--- src/wdt_pkg.sv ---
package wdt_pkg;

  // ----------------------------------------------------------------
  // register map (byte addresses)
  // ----------------------------------------------------------------
  localparam logic [7:0] ADDR_MODE = 8'h00;
  localparam logic [7:0] ADDR_RESTART = 8'h04;
  localparam logic [7:0] ADDR_STATUS = 8'h08;
  localparam logic [7:0] ADDR_MASK = 8'h0c;
  localparam logic [7:0] ADDR_COUNT = 8'h10;

  // ----------------------------------------------------------------
  // mode register layout and reset value
  // ----------------------------------------------------------------
  localparam int PERIOD_LSB = 0;
  localparam int PERIOD_W = 3;
  localparam int CLK_SEL_LO_BIT = 3;
  localparam int CLK_SEL_HI_BIT = 4;
  localparam logic [7:0] MODE_RESET = 8'h67;

  // ----------------------------------------------------------------
  // restart register codes
  // ----------------------------------------------------------------
  localparam logic [7:0] RESTART_CODE = 8'hac;
  localparam logic [7:0] RESTART_READ = 8'h9a;
  localparam logic [3:0] FULL_STROBE = 4'hf;

  // ----------------------------------------------------------------
  // counter geometry
  // ----------------------------------------------------------------
  localparam int CNT_W = 18;
  localparam logic [4:0] PERIOD_BASE_LOG2 = 5'h0b;

  // ----------------------------------------------------------------
  // event status bits
  // ----------------------------------------------------------------
  localparam int STATUS_W = 3;
  localparam int EV_OVERFLOW = 0;
  localparam int EV_BAD_KEY = 1;
  localparam int EV_REMODE = 2;
  localparam logic [STATUS_W-1:0] MASK_RESET = 3'h0;

  // ----------------------------------------------------------------
  // wake-up sequencing
  // ----------------------------------------------------------------
  typedef enum logic [1:0] {
    ST_RUN = 2'b00,
    ST_STOP = 2'b01,
    ST_SETTLE = 2'b10
  } wake_state_t;

endpackage

--- src/tick_sync.sv ---
`timescale 1ns/1ns
module tick_sync (
  input wire logic pclk,
  input wire logic presetn,
  input wire logic pin_clk,
  output logic tick
);

  // ----------------------------------------------------------------
  // two-stage synchroniser, third stage only for the edge
  // ----------------------------------------------------------------
  logic meta_r, meta_nxt;
  logic sync_r, sync_nxt;
  logic last_r, last_nxt;

  always_comb begin
    meta_nxt = pin_clk;
    sync_nxt = meta_r;
    last_nxt = sync_r;
  end

  always_ff @(posedge pclk or negedge presetn) begin
    if (!presetn) begin
      meta_r <= 1'b0;
      sync_r <= 1'b0;
      last_r <= 1'b0;
    end else begin
      meta_r <= meta_nxt;
      sync_r <= sync_nxt;
      last_r <= last_nxt;
    end
  end

  // one pclk pulse per rising edge of the slow source clock
  assign tick = sync_r & ~last_r;

endmodule

--- src/wd_counter.sv ---
`timescale 1ns/1ns
module wd_counter (
  input wire logic pclk,
  input wire logic presetn,
  input wire logic en,
  input wire logic clr,
  input wire logic [2:0] period_sel,
  output logic [wdt_pkg::CNT_W-1:0] count,
  output logic ovf
);

  // ----------------------------------------------------------------
  // period decode
  // ----------------------------------------------------------------
  logic [wdt_pkg::CNT_W:0] span;
  logic [wdt_pkg::CNT_W-1:0] last;
  logic [wdt_pkg::CNT_W-1:0] count_r, count_nxt;
  logic ovf_r, ovf_nxt;

  // each step down halves the period of the longest setting
  always_comb begin
    span = (wdt_pkg::CNT_W+1)'(1) <<
           (wdt_pkg::PERIOD_BASE_LOG2 + 5'(period_sel));
    last = wdt_pkg::CNT_W'(span - (wdt_pkg::CNT_W+1)'(1));
  end

  // ----------------------------------------------------------------
  // counter
  // ----------------------------------------------------------------
  always_comb begin
    count_nxt = count_r;
    ovf_nxt = 1'b0;
    if (clr) begin
      count_nxt = '0;
    end else if (en) begin
      if (count_r == last) begin
        count_nxt = '0;
        ovf_nxt = 1'b1;
      end else begin
        count_nxt = count_r + 1'b1;
      end
    end
  end

  always_ff @(posedge pclk or negedge presetn) begin
    if (!presetn) begin
      count_r <= '0;
      ovf_r <= 1'b0;
    end else begin
      count_r <= count_nxt;
      ovf_r <= ovf_nxt;
    end
  end

  assign count = count_r;
  assign ovf = ovf_r;
endmodule

--- src/wdt_top.sv ---
`timescale 1ns/1ns
// Overview of operation
// - count on internal oscillator or crystal clock
// - mode resets to longest period setting
// - counting starts at once on internal oscillator
// - two select bits: oscillator, crystal or stopped
// - low three mode bits pick the period
// - restart code clears counter, counting continues
// - any mode write clears the counter
// - stopped watchdog never raises a reset
// - halt and stop freeze, keep the count
// - crystal wake waits for oscillator settling
// - settle or CPU switch to crystal resumes
// - oscillator-clocked watchdog resumes at wake-up
// - halt freezes counting for every clock pair
// - overflow of running counter raises reset
// - wrong restart value raises reset
// - mode writable once; second write resets
// - restart register reads a fixed value
module wdt_top (
  input wire logic pclk,
  input wire logic presetn,
  input wire logic psel,
  input wire logic penable,
  input wire logic pwrite,
  input wire logic [7:0] paddr,
  input wire logic [31:0] pwdata,
  input wire logic [3:0] pstrb,
  output logic [31:0] prdata,
  output logic pready,
  output logic pslverr,
  input wire logic internal_osc_clk,
  input wire logic xtal_clk,
  input wire logic halt_mode,
  input wire logic stop_mode,
  input wire logic cpu_on_xtal,
  input wire logic osc_settled,
  output logic wdt_reset_req,
  output logic irq
);

  // ----------------------------------------------------------------
  // source clock ticks
  // ----------------------------------------------------------------
  logic [1:0] src_pin;
  logic [1:0] src_tick;

  assign src_pin = {xtal_clk, internal_osc_clk};

  genvar gi;
  generate
    for (gi = 0; gi < 2; gi++) begin : g_src
      tick_sync u_sync (
        .pclk(pclk),
        .presetn(presetn),
        .pin_clk(src_pin[gi]),
        .tick(src_tick[gi])
      );
    end
  endgenerate

  // ----------------------------------------------------------------
  // bus decode
  // ----------------------------------------------------------------
  logic access;
  logic wr;
  logic mapped;
  logic mode_wr;
  logic restart_wr;
  logic status_rd;
  logic key_good;

  always_comb begin
    access = psel & penable;
    wr = access & pwrite;
    mapped = (paddr == wdt_pkg::ADDR_MODE) ||
             (paddr == wdt_pkg::ADDR_RESTART) ||
             (paddr == wdt_pkg::ADDR_STATUS) ||
             (paddr == wdt_pkg::ADDR_MASK) ||
             (paddr == wdt_pkg::ADDR_COUNT);
    mode_wr = wr & (paddr == wdt_pkg::ADDR_MODE);
    restart_wr = wr & (paddr == wdt_pkg::ADDR_RESTART);
    status_rd = access & ~pwrite & (paddr == wdt_pkg::ADDR_STATUS);
    // a partial-strobe write stands in for a single-bit access
    key_good = (pwdata[7:0] == wdt_pkg::RESTART_CODE) &&
               (pstrb == wdt_pkg::FULL_STROBE);
  end

  // zero wait states: the answer comes in the first access cycle
  assign pready = access;
  assign pslverr = access & ~mapped;

  // ----------------------------------------------------------------
  // mode register and write-once protection
  // ----------------------------------------------------------------
  logic [7:0] mode_r, mode_nxt;
  logic written_r, written_nxt;
  logic stopped_r, stopped_nxt;

  // top mode bits are stored as written; keeping them 011 is up
  // to software and they steer nothing
  always_comb begin
    mode_nxt = mode_r;
    written_nxt = written_r;
    stopped_nxt = stopped_r;
    if (mode_wr && !written_r) begin
      mode_nxt = pwdata[7:0];
      written_nxt = 1'b1;
      // once stopped it never restarts: the register is now locked
      stopped_nxt = pwdata[wdt_pkg::CLK_SEL_HI_BIT];
    end
  end

  always_ff @(posedge pclk or negedge presetn) begin
    if (!presetn) begin
      mode_r <= wdt_pkg::MODE_RESET;
      written_r <= 1'b0;
      stopped_r <= 1'b0;
    end else begin
      mode_r <= mode_nxt;
      written_r <= written_nxt;
      stopped_r <= stopped_nxt;
    end
  end

  // ----------------------------------------------------------------
  // halt / stop / settle sequencing
  // ----------------------------------------------------------------
  wdt_pkg::wake_state_t wake_r, wake_nxt;
  logic wd_xtal_r, wd_xtal_nxt;
  logic cpu_xtal_r, cpu_xtal_nxt;
  logic running;

  always_comb begin
    wake_nxt = wake_r;
    wd_xtal_nxt = wd_xtal_r;
    cpu_xtal_nxt = cpu_xtal_r;
    case (wake_r)
      wdt_pkg::ST_RUN: begin
        if (stop_mode) begin
          wake_nxt = wdt_pkg::ST_STOP;
          wd_xtal_nxt = mode_r[wdt_pkg::CLK_SEL_LO_BIT];
          cpu_xtal_nxt = cpu_on_xtal;
        end
      end
      wdt_pkg::ST_STOP: begin
        if (!stop_mode) begin
          if (wd_xtal_r) begin
            wake_nxt = wdt_pkg::ST_SETTLE;
          end else begin
            wake_nxt = wdt_pkg::ST_RUN;
          end
        end
      end
      wdt_pkg::ST_SETTLE: begin
        // a CPU already on the crystal only waits for settling
        if (osc_settled || (!cpu_xtal_r && cpu_on_xtal)) begin
          wake_nxt = wdt_pkg::ST_RUN;
        end
      end
      default: begin
        wake_nxt = wdt_pkg::ST_RUN;
      end
    endcase
  end

  always_ff @(posedge pclk or negedge presetn) begin
    if (!presetn) begin
      wake_r <= wdt_pkg::ST_RUN;
      wd_xtal_r <= 1'b0;
      cpu_xtal_r <= 1'b0;
    end else begin
      wake_r <= wake_nxt;
      wd_xtal_r <= wd_xtal_nxt;
      cpu_xtal_r <= cpu_xtal_nxt;
    end
  end

  // halt, stop and settle all freeze the count in place
  assign running = (wake_r == wdt_pkg::ST_RUN) && !halt_mode &&
                   !stop_mode;

  // ----------------------------------------------------------------
  // counter
  // ----------------------------------------------------------------
  logic cnt_en;
  logic cnt_clr;
  logic cnt_ovf;
  logic [wdt_pkg::CNT_W-1:0] count;

  always_comb begin
    cnt_en = (mode_r[wdt_pkg::CLK_SEL_LO_BIT] ? src_tick[1]
              : src_tick[0]) & running & ~stopped_r;
    cnt_clr = mode_wr | (restart_wr & key_good);
  end

  wd_counter u_cnt (
    .pclk(pclk),
    .presetn(presetn),
    .en(cnt_en),
    .clr(cnt_clr),
    .period_sel(mode_r[wdt_pkg::PERIOD_LSB +: wdt_pkg::PERIOD_W]),
    .count(count),
    .ovf(cnt_ovf)
  );

  // ----------------------------------------------------------------
  // internal reset request
  // ----------------------------------------------------------------
  logic bad_key;
  logic remode;
  logic violation;
  logic pend_r, pend_nxt;
  logic rst_r, rst_nxt;

  always_comb begin
    bad_key = restart_wr & ~key_good;
    remode = mode_wr & written_r;
    violation = (bad_key | remode) & ~stopped_r;
    // a violation while the source is frozen fires on resume
    pend_nxt = (pend_r | violation) & ~running & ~stopped_r;
    rst_nxt = rst_r | cnt_ovf |
              ((violation | pend_r) & running & ~stopped_r);
  end

  always_ff @(posedge pclk or negedge presetn) begin
    if (!presetn) begin
      pend_r <= 1'b0;
      rst_r <= 1'b0;
    end else begin
      pend_r <= pend_nxt;
      rst_r <= rst_nxt;
    end
  end

  // held until the system reset comes back through presetn
  assign wdt_reset_req = rst_r;

  // ----------------------------------------------------------------
  // interrupt status and mask
  // ----------------------------------------------------------------
  logic [wdt_pkg::STATUS_W-1:0] ev;
  logic [wdt_pkg::STATUS_W-1:0] status_r, status_nxt;
  logic [wdt_pkg::STATUS_W-1:0] mask_r, mask_nxt;

  always_comb begin
    ev = '0;
    ev[wdt_pkg::EV_OVERFLOW] = cnt_ovf;
    ev[wdt_pkg::EV_BAD_KEY] = bad_key & ~stopped_r;
    ev[wdt_pkg::EV_REMODE] = remode & ~stopped_r;
    // a new event in the reading cycle survives the clear
    status_nxt = (status_rd ? status_r & ~prdata_r[wdt_pkg::STATUS_W-1:0]
                  : status_r) | ev;
    mask_nxt = mask_r;
    if (wr && paddr == wdt_pkg::ADDR_MASK) begin
      mask_nxt = pwdata[wdt_pkg::STATUS_W-1:0];
    end
  end

  always_ff @(posedge pclk or negedge presetn) begin
    if (!presetn) begin
      status_r <= '0;
      mask_r <= wdt_pkg::MASK_RESET;
    end else begin
      status_r <= status_nxt;
      mask_r <= mask_nxt;
    end
  end

  assign irq = |(status_r & mask_r);

  // ----------------------------------------------------------------
  // read data, captured in the setup cycle
  // ----------------------------------------------------------------
  logic [31:0] prdata_r, prdata_nxt;

  always_comb begin
    prdata_nxt = prdata_r;
    if (psel && !penable) begin
      case (paddr)
        wdt_pkg::ADDR_MODE: prdata_nxt = {24'h0, mode_r};
        wdt_pkg::ADDR_RESTART: begin
          prdata_nxt = {24'h0, wdt_pkg::RESTART_READ};
        end
        wdt_pkg::ADDR_STATUS: prdata_nxt = {29'h0, status_r};
        wdt_pkg::ADDR_MASK: prdata_nxt = {29'h0, mask_r};
        wdt_pkg::ADDR_COUNT: prdata_nxt = {14'h0, count};
        default: prdata_nxt = 32'h0;
      endcase
    end
  end

  always_ff @(posedge pclk or negedge presetn) begin
    if (!presetn) begin
      prdata_r <= 32'h0;
    end else begin
      prdata_r <= prdata_nxt;
    end
  end

  assign prdata = prdata_r;
endmodule

--- config.mk ---
export PLATFORM = sky130hd
export DESIGN_NAME = wdt_top
export DESIGN_NICKNAME = d
export VERILOG_FILES = /design/src/wdt_pkg.sv /design/src/tick_sync.sv /design/src/wd_counter.sv /design/src/wdt_top.sv
export SDC_FILE = /design/constraint.sdc
export NUM_CORES = 1
export LEC_CHECK = 0
export ABC_AREA = 0
export BUFFER_PORTS_ARGS = -buffer_cell sky130_fd_sc_hd__buf_2
export CORE_MARGIN = 2
export CORE_UTILIZATION = 49
export DETAILED_ROUTE_END_ITERATION = 7
export PLACE_DENSITY_LB_ADDON = 0.05
export SLEW_MARGIN = 20
export SYNTH_ARGS = -nofsm -noshare
export SYNTH_HDL_FRONTEND = slang
export SYNTH_SLANG_ARGS = --single-unit
--- constraint.sdc ---
create_clock -name pclk -period 3.57 [get_ports pclk]
set_input_delay 0.714 -clock pclk [delete_from_list [all_inputs] [get_ports pclk]]
set_output_delay 0.714 -clock pclk [all_outputs]
set_load 0.005 [all_outputs]
==> metrics.md <==
| Metric | Value |
|---|---|
| Yosys warnings | 0 |
| Area delta synth->final | 17.7% |
| Power density cells | 345 mW/mm² |
| Setup crit end | u_cnt.count[17] |
| P_int | 1.20 mW |
| EDFF count, synth | 0 |
| Row cnt | 32 |
| Tmin final | 3.42 ns |
| Clock transition at path regs | 0.09 ns |
| Startpoint types | flip-flop |
| Gr usage total | 24.1% |
| Post-DP HPWL | 7.25 mm |
| Final worst path period share | 95.8% |
| Critical path arrival | 3.65 ns |
| Clock root buffer master | clkbuf_8 |
| Critical path's top delay family | simple AND/OR/NAND/NOR gates |
| Seq cells post-synth | 64 |
| Design Area, Final | 0.00467 mm² |
| Final WL | 9.99 mm |
| Number of max-cap violations | 0 |
| Relative slew margins | 58.6% |
| Clk_lat worst skew | 0.35 ns |
| Req. time, crit path | 3.80 ns |
| Run status | finished, final reports clean |
| Nets | 543 |
| Post-Syn Instances | 426 |
| Layout Cells excl Fill | 592 |
| Area of the mapped netlist | 0.00397 mm² |
| # placed instances | 571 |
| Critical path, cell by cell | nor2_4 > inv_2 > ha_1 > nand4bb_1 > or2_4 > ha_4 > or3_1 > and3_4 > a311oi_4 > buf_4 > o221ai_2 > nor4_4 > clkbuf_16 > nor3_2 |
| Cts bufs inserted | 9 |
| Sequential share of power | 47.6% |
| CTS tree | built |
| Clock Tree Buf Depth | 2 |
| Final Power | 1.61 mW |
| RSZ-0062 raised after global routing | no |
| Worst Skew | 0.0144 ns |
| Ant. Diodes | 0 |
| Final Max Tran Viols | 0 |
| Crit. path cell count | 14 |
| Worst Hold Class | flip-flop to flip-flop |
| Primary FF master, synth | dfrtp_1 |
| Core Region | 0.00781 mm² |
| Largest net degree at the start of global routing | 37 |
| Starting Density | 50.9% |
| Reg-to-reg startpoint | mode_r[0] |
| Critical path buffers and inverters | 3 |
| Worst slew pin tran | 0.616 ns |
| Distinct cells, synth | 80 |
| Fraction of layout cells with a size suffix above 1 | 29.4% |
| Vias in the first global route | 3,311 |
| Area after DPL | 0.00432 mm² |
| Critical Path Source | mode_r[0] |
| First-pass GRT wire length | 16.5 mm |
| Die W | 94.0 µm |
| Number of DRC markers in iteration 0 | 280 |
| Maximum vdd drop | 237 µV |
| # hold bufs at CTS | 0 |
| Combinational power share | 8.3% |
| Worst setup EP type | flip-flop |
| TritonCTS Sinks | 64 |
| Crit Reg-Reg Endpoint | u_cnt.count[17] |
| DR WL/cell | 16.9 µm |
| GR Overflow Total | 0 |
| R2R Setup Slk | 0.15 ns |
| Critical path class | flip-flop to flip-flop |
| Gp weighted congestion | 0.944 |
| Sequential-to-total area share from yosys stat | 40.5% |
| IO Port Bufs | 52 |
| CTS H-Tree Depth | 3 |
| Sw Ratio | 25.9% |
| Final ANT Viol Nets | 0 |
| Async set-reset flop share out of synthesis | 100% |
| Sw power | 0.417 mW |
| Fmax | 0.292 GHz |
| Initial antenna violation count | 0 |
| CP peak stage delay | 0.57 ns |
| Final hold vios | 0 |
| Slowest-stage cell, CP | dfstp_2 |
| Worst-path fanout max | 7 |
| Vias | 3,400 |
| Die area | 0.00884 mm² |
| Die Y-Extent | 94.0 µm |
| Leak | 2.13 nW |
| Ports | 91 |
| Setup tns final | 0 ns |
| Mean Syn Cell Area | 9.32 µm² |
| Cells on worst reg2reg path | 14 |
| Final setup fails | 0 |
| Residual DRC | 0 |
| First-pass detailed-route iteration total | 6 |
| Vias per Instance | 5.74 |
| Clock share of power | 44.1% |
## flip-flops by register name, summed over array words and instances (netlist names)
name	cells
cpu_xtal_r	1
status_r	3
prdata	18
mask_r	3
written_r	1
g_src.u_sync.meta_r	2
mode_r	8
pend_r	1
wdt_reset_req	1
wd_xtal_r	1
u_cnt.ovf	1
g_src.u_sync.last_r	2
u_cnt.count	18
wake_r	2
g_src.u_sync.last_nxt	2
## cells by family after synthesis
logic type                 count (synthesis)  synth area share, %
xor gates and xnor gates                  24                 5.29
DFF                                       64                 40.5
adders and majority gates                  4                 1.23
other                                      1               0.0944
and+or+nand+nor                          179                 26.4
AOI/OAI and AO/OA                         93                 16.3
muxes                                     13                 3.65
buffers and inverters                     48                 6.52
## how the worst min path moves through the flow
stage / from / end / cells past startpoint
2_1_floorplan: g_src[0].u_sync.meta_r / g_src[0].u_sync.last_nxt / 0
3_3_place_gp: g_src[0].u_sync.meta_r / g_src[0].u_sync.last_nxt / 0
3_5_place_dp: g_src[0].u_sync.meta_r / g_src[0].u_sync.last_nxt / 0
4_1_cts: g_src[0].u_sync.meta_r / g_src[0].u_sync.last_nxt / 0
5_1_grt: g_src[0].u_sync.meta_r / g_src[0].u_sync.last_nxt / 0
6_report: g_src[0].u_sync.meta_r / g_src[0].u_sync.last_nxt / 0
## final cells by class
type,instances,area (µm²)
clock buffer,9,124
tap,102,128
multi-input combinational,327,2220
clock inverter,7,104
sequential,64,1610
timing repair buffer,73,455
inverter,10,37.5
fill,719,3130
## synth_stat cells, drive strengths merged (4+ instances only)
| cell type | count | area (µm²) |
|---|---|---|
| nor4 | 10 | 96.4 |
| and3 | 7 | 48.8 |
| nor3b | 4 | 35.0 |
| nand2 | 53 | 199 |
| nor3 | 22 | 170 |
| buf | 24 | 169 |
| dfstp | 5 | 131 |
| nand2b | 7 | 46.3 |
| o21a | 4 | 30.0 |
| dfrtp | 59 | 1480 |
| clkbuf | 14 | 52.6 |
| o21ai | 33 | 165 |
| nor2b | 6 | 37.5 |
| nor2 | 21 | 83.8 |
| xnor2 | 12 | 105 |
| a222oi | 4 | 40.0 |
| nand3b | 4 | 30.0 |
| a21oi | 14 | 70.1 |
| inv | 9 | 33.8 |
| nand3 | 17 | 85.1 |
| mux2 | 12 | 135 |
| nand4 | 7 | 43.8 |
| xor2 | 12 | 105 |
| a21o | 4 | 30.0 |
## per-layer routing
metal | GRT usage (%) | wire (µm) | share of wire [%]
met5 | 0 | 0 | 0
met4 | 8.21 | 172 | 1.7
met3 | 4.25 | 593 | 5.9
met2 | 36.0 | 4390 | 44
met1 | 35.3 | 4830 | 48
## placed cells by master, fill, tap and decap left out, drive strengths merged, types with 4 or more instances in the layout
cell type,netlist,final
a21o,4,4
a21oi,14,14
a222oi,4,4
and3,7,7
buf,24,72
clkbuf,14,10
clkinv,1,4
conb,1,14
dfrtp,59,59
dfstp,5,5
inv,9,11
mux2,12,12
nand2,53,53
nand2b,7,7
nand3,17,17
nand3b,4,4
nand4,7,7
nor2,21,21
nor2b,6,6
nor3,22,22
nor3b,4,4
nor4,10,10
o21a,4,4
o21ai,33,33
xnor2,12,12
xor2,12,12
## stage by stage
stage          setup WS [ns]  hold WS, ns  utilization, %
5_1_grt               0.0113        0.359            59.9
3_5_place_dp         0.00732        0.338            55.3
2_1_floorplan        0.00205        0.331               -
6_report               0.150        0.353            59.9
4_1_cts              0.00565        0.357            58.4
3_3_place_gp          0.0188        0.332            55.3
## power groups by stage
stage / sequential [mW] / combinational [mW] / clock (mW)
floorplan: 0.773 / 0.0812 / 0
global placement: 0.781 / 0.125 / 0
detailed placement: 0.782 / 0.128 / 0
CTS: 0.768 / 0.129 / 0.729
global route: 0.772 / 0.151 / 0.758
finish: 0.768 / 0.134 / 0.712
## repair_timing
item                                    in CTS  in global routing
endpoints found under the setup margin       1                 18
setup buffers                                0                  4
gates cloned                                 0                  1
resized for setup                            2                 11
pin swaps                                    0                  6
(Power assumes the default switching activity.)
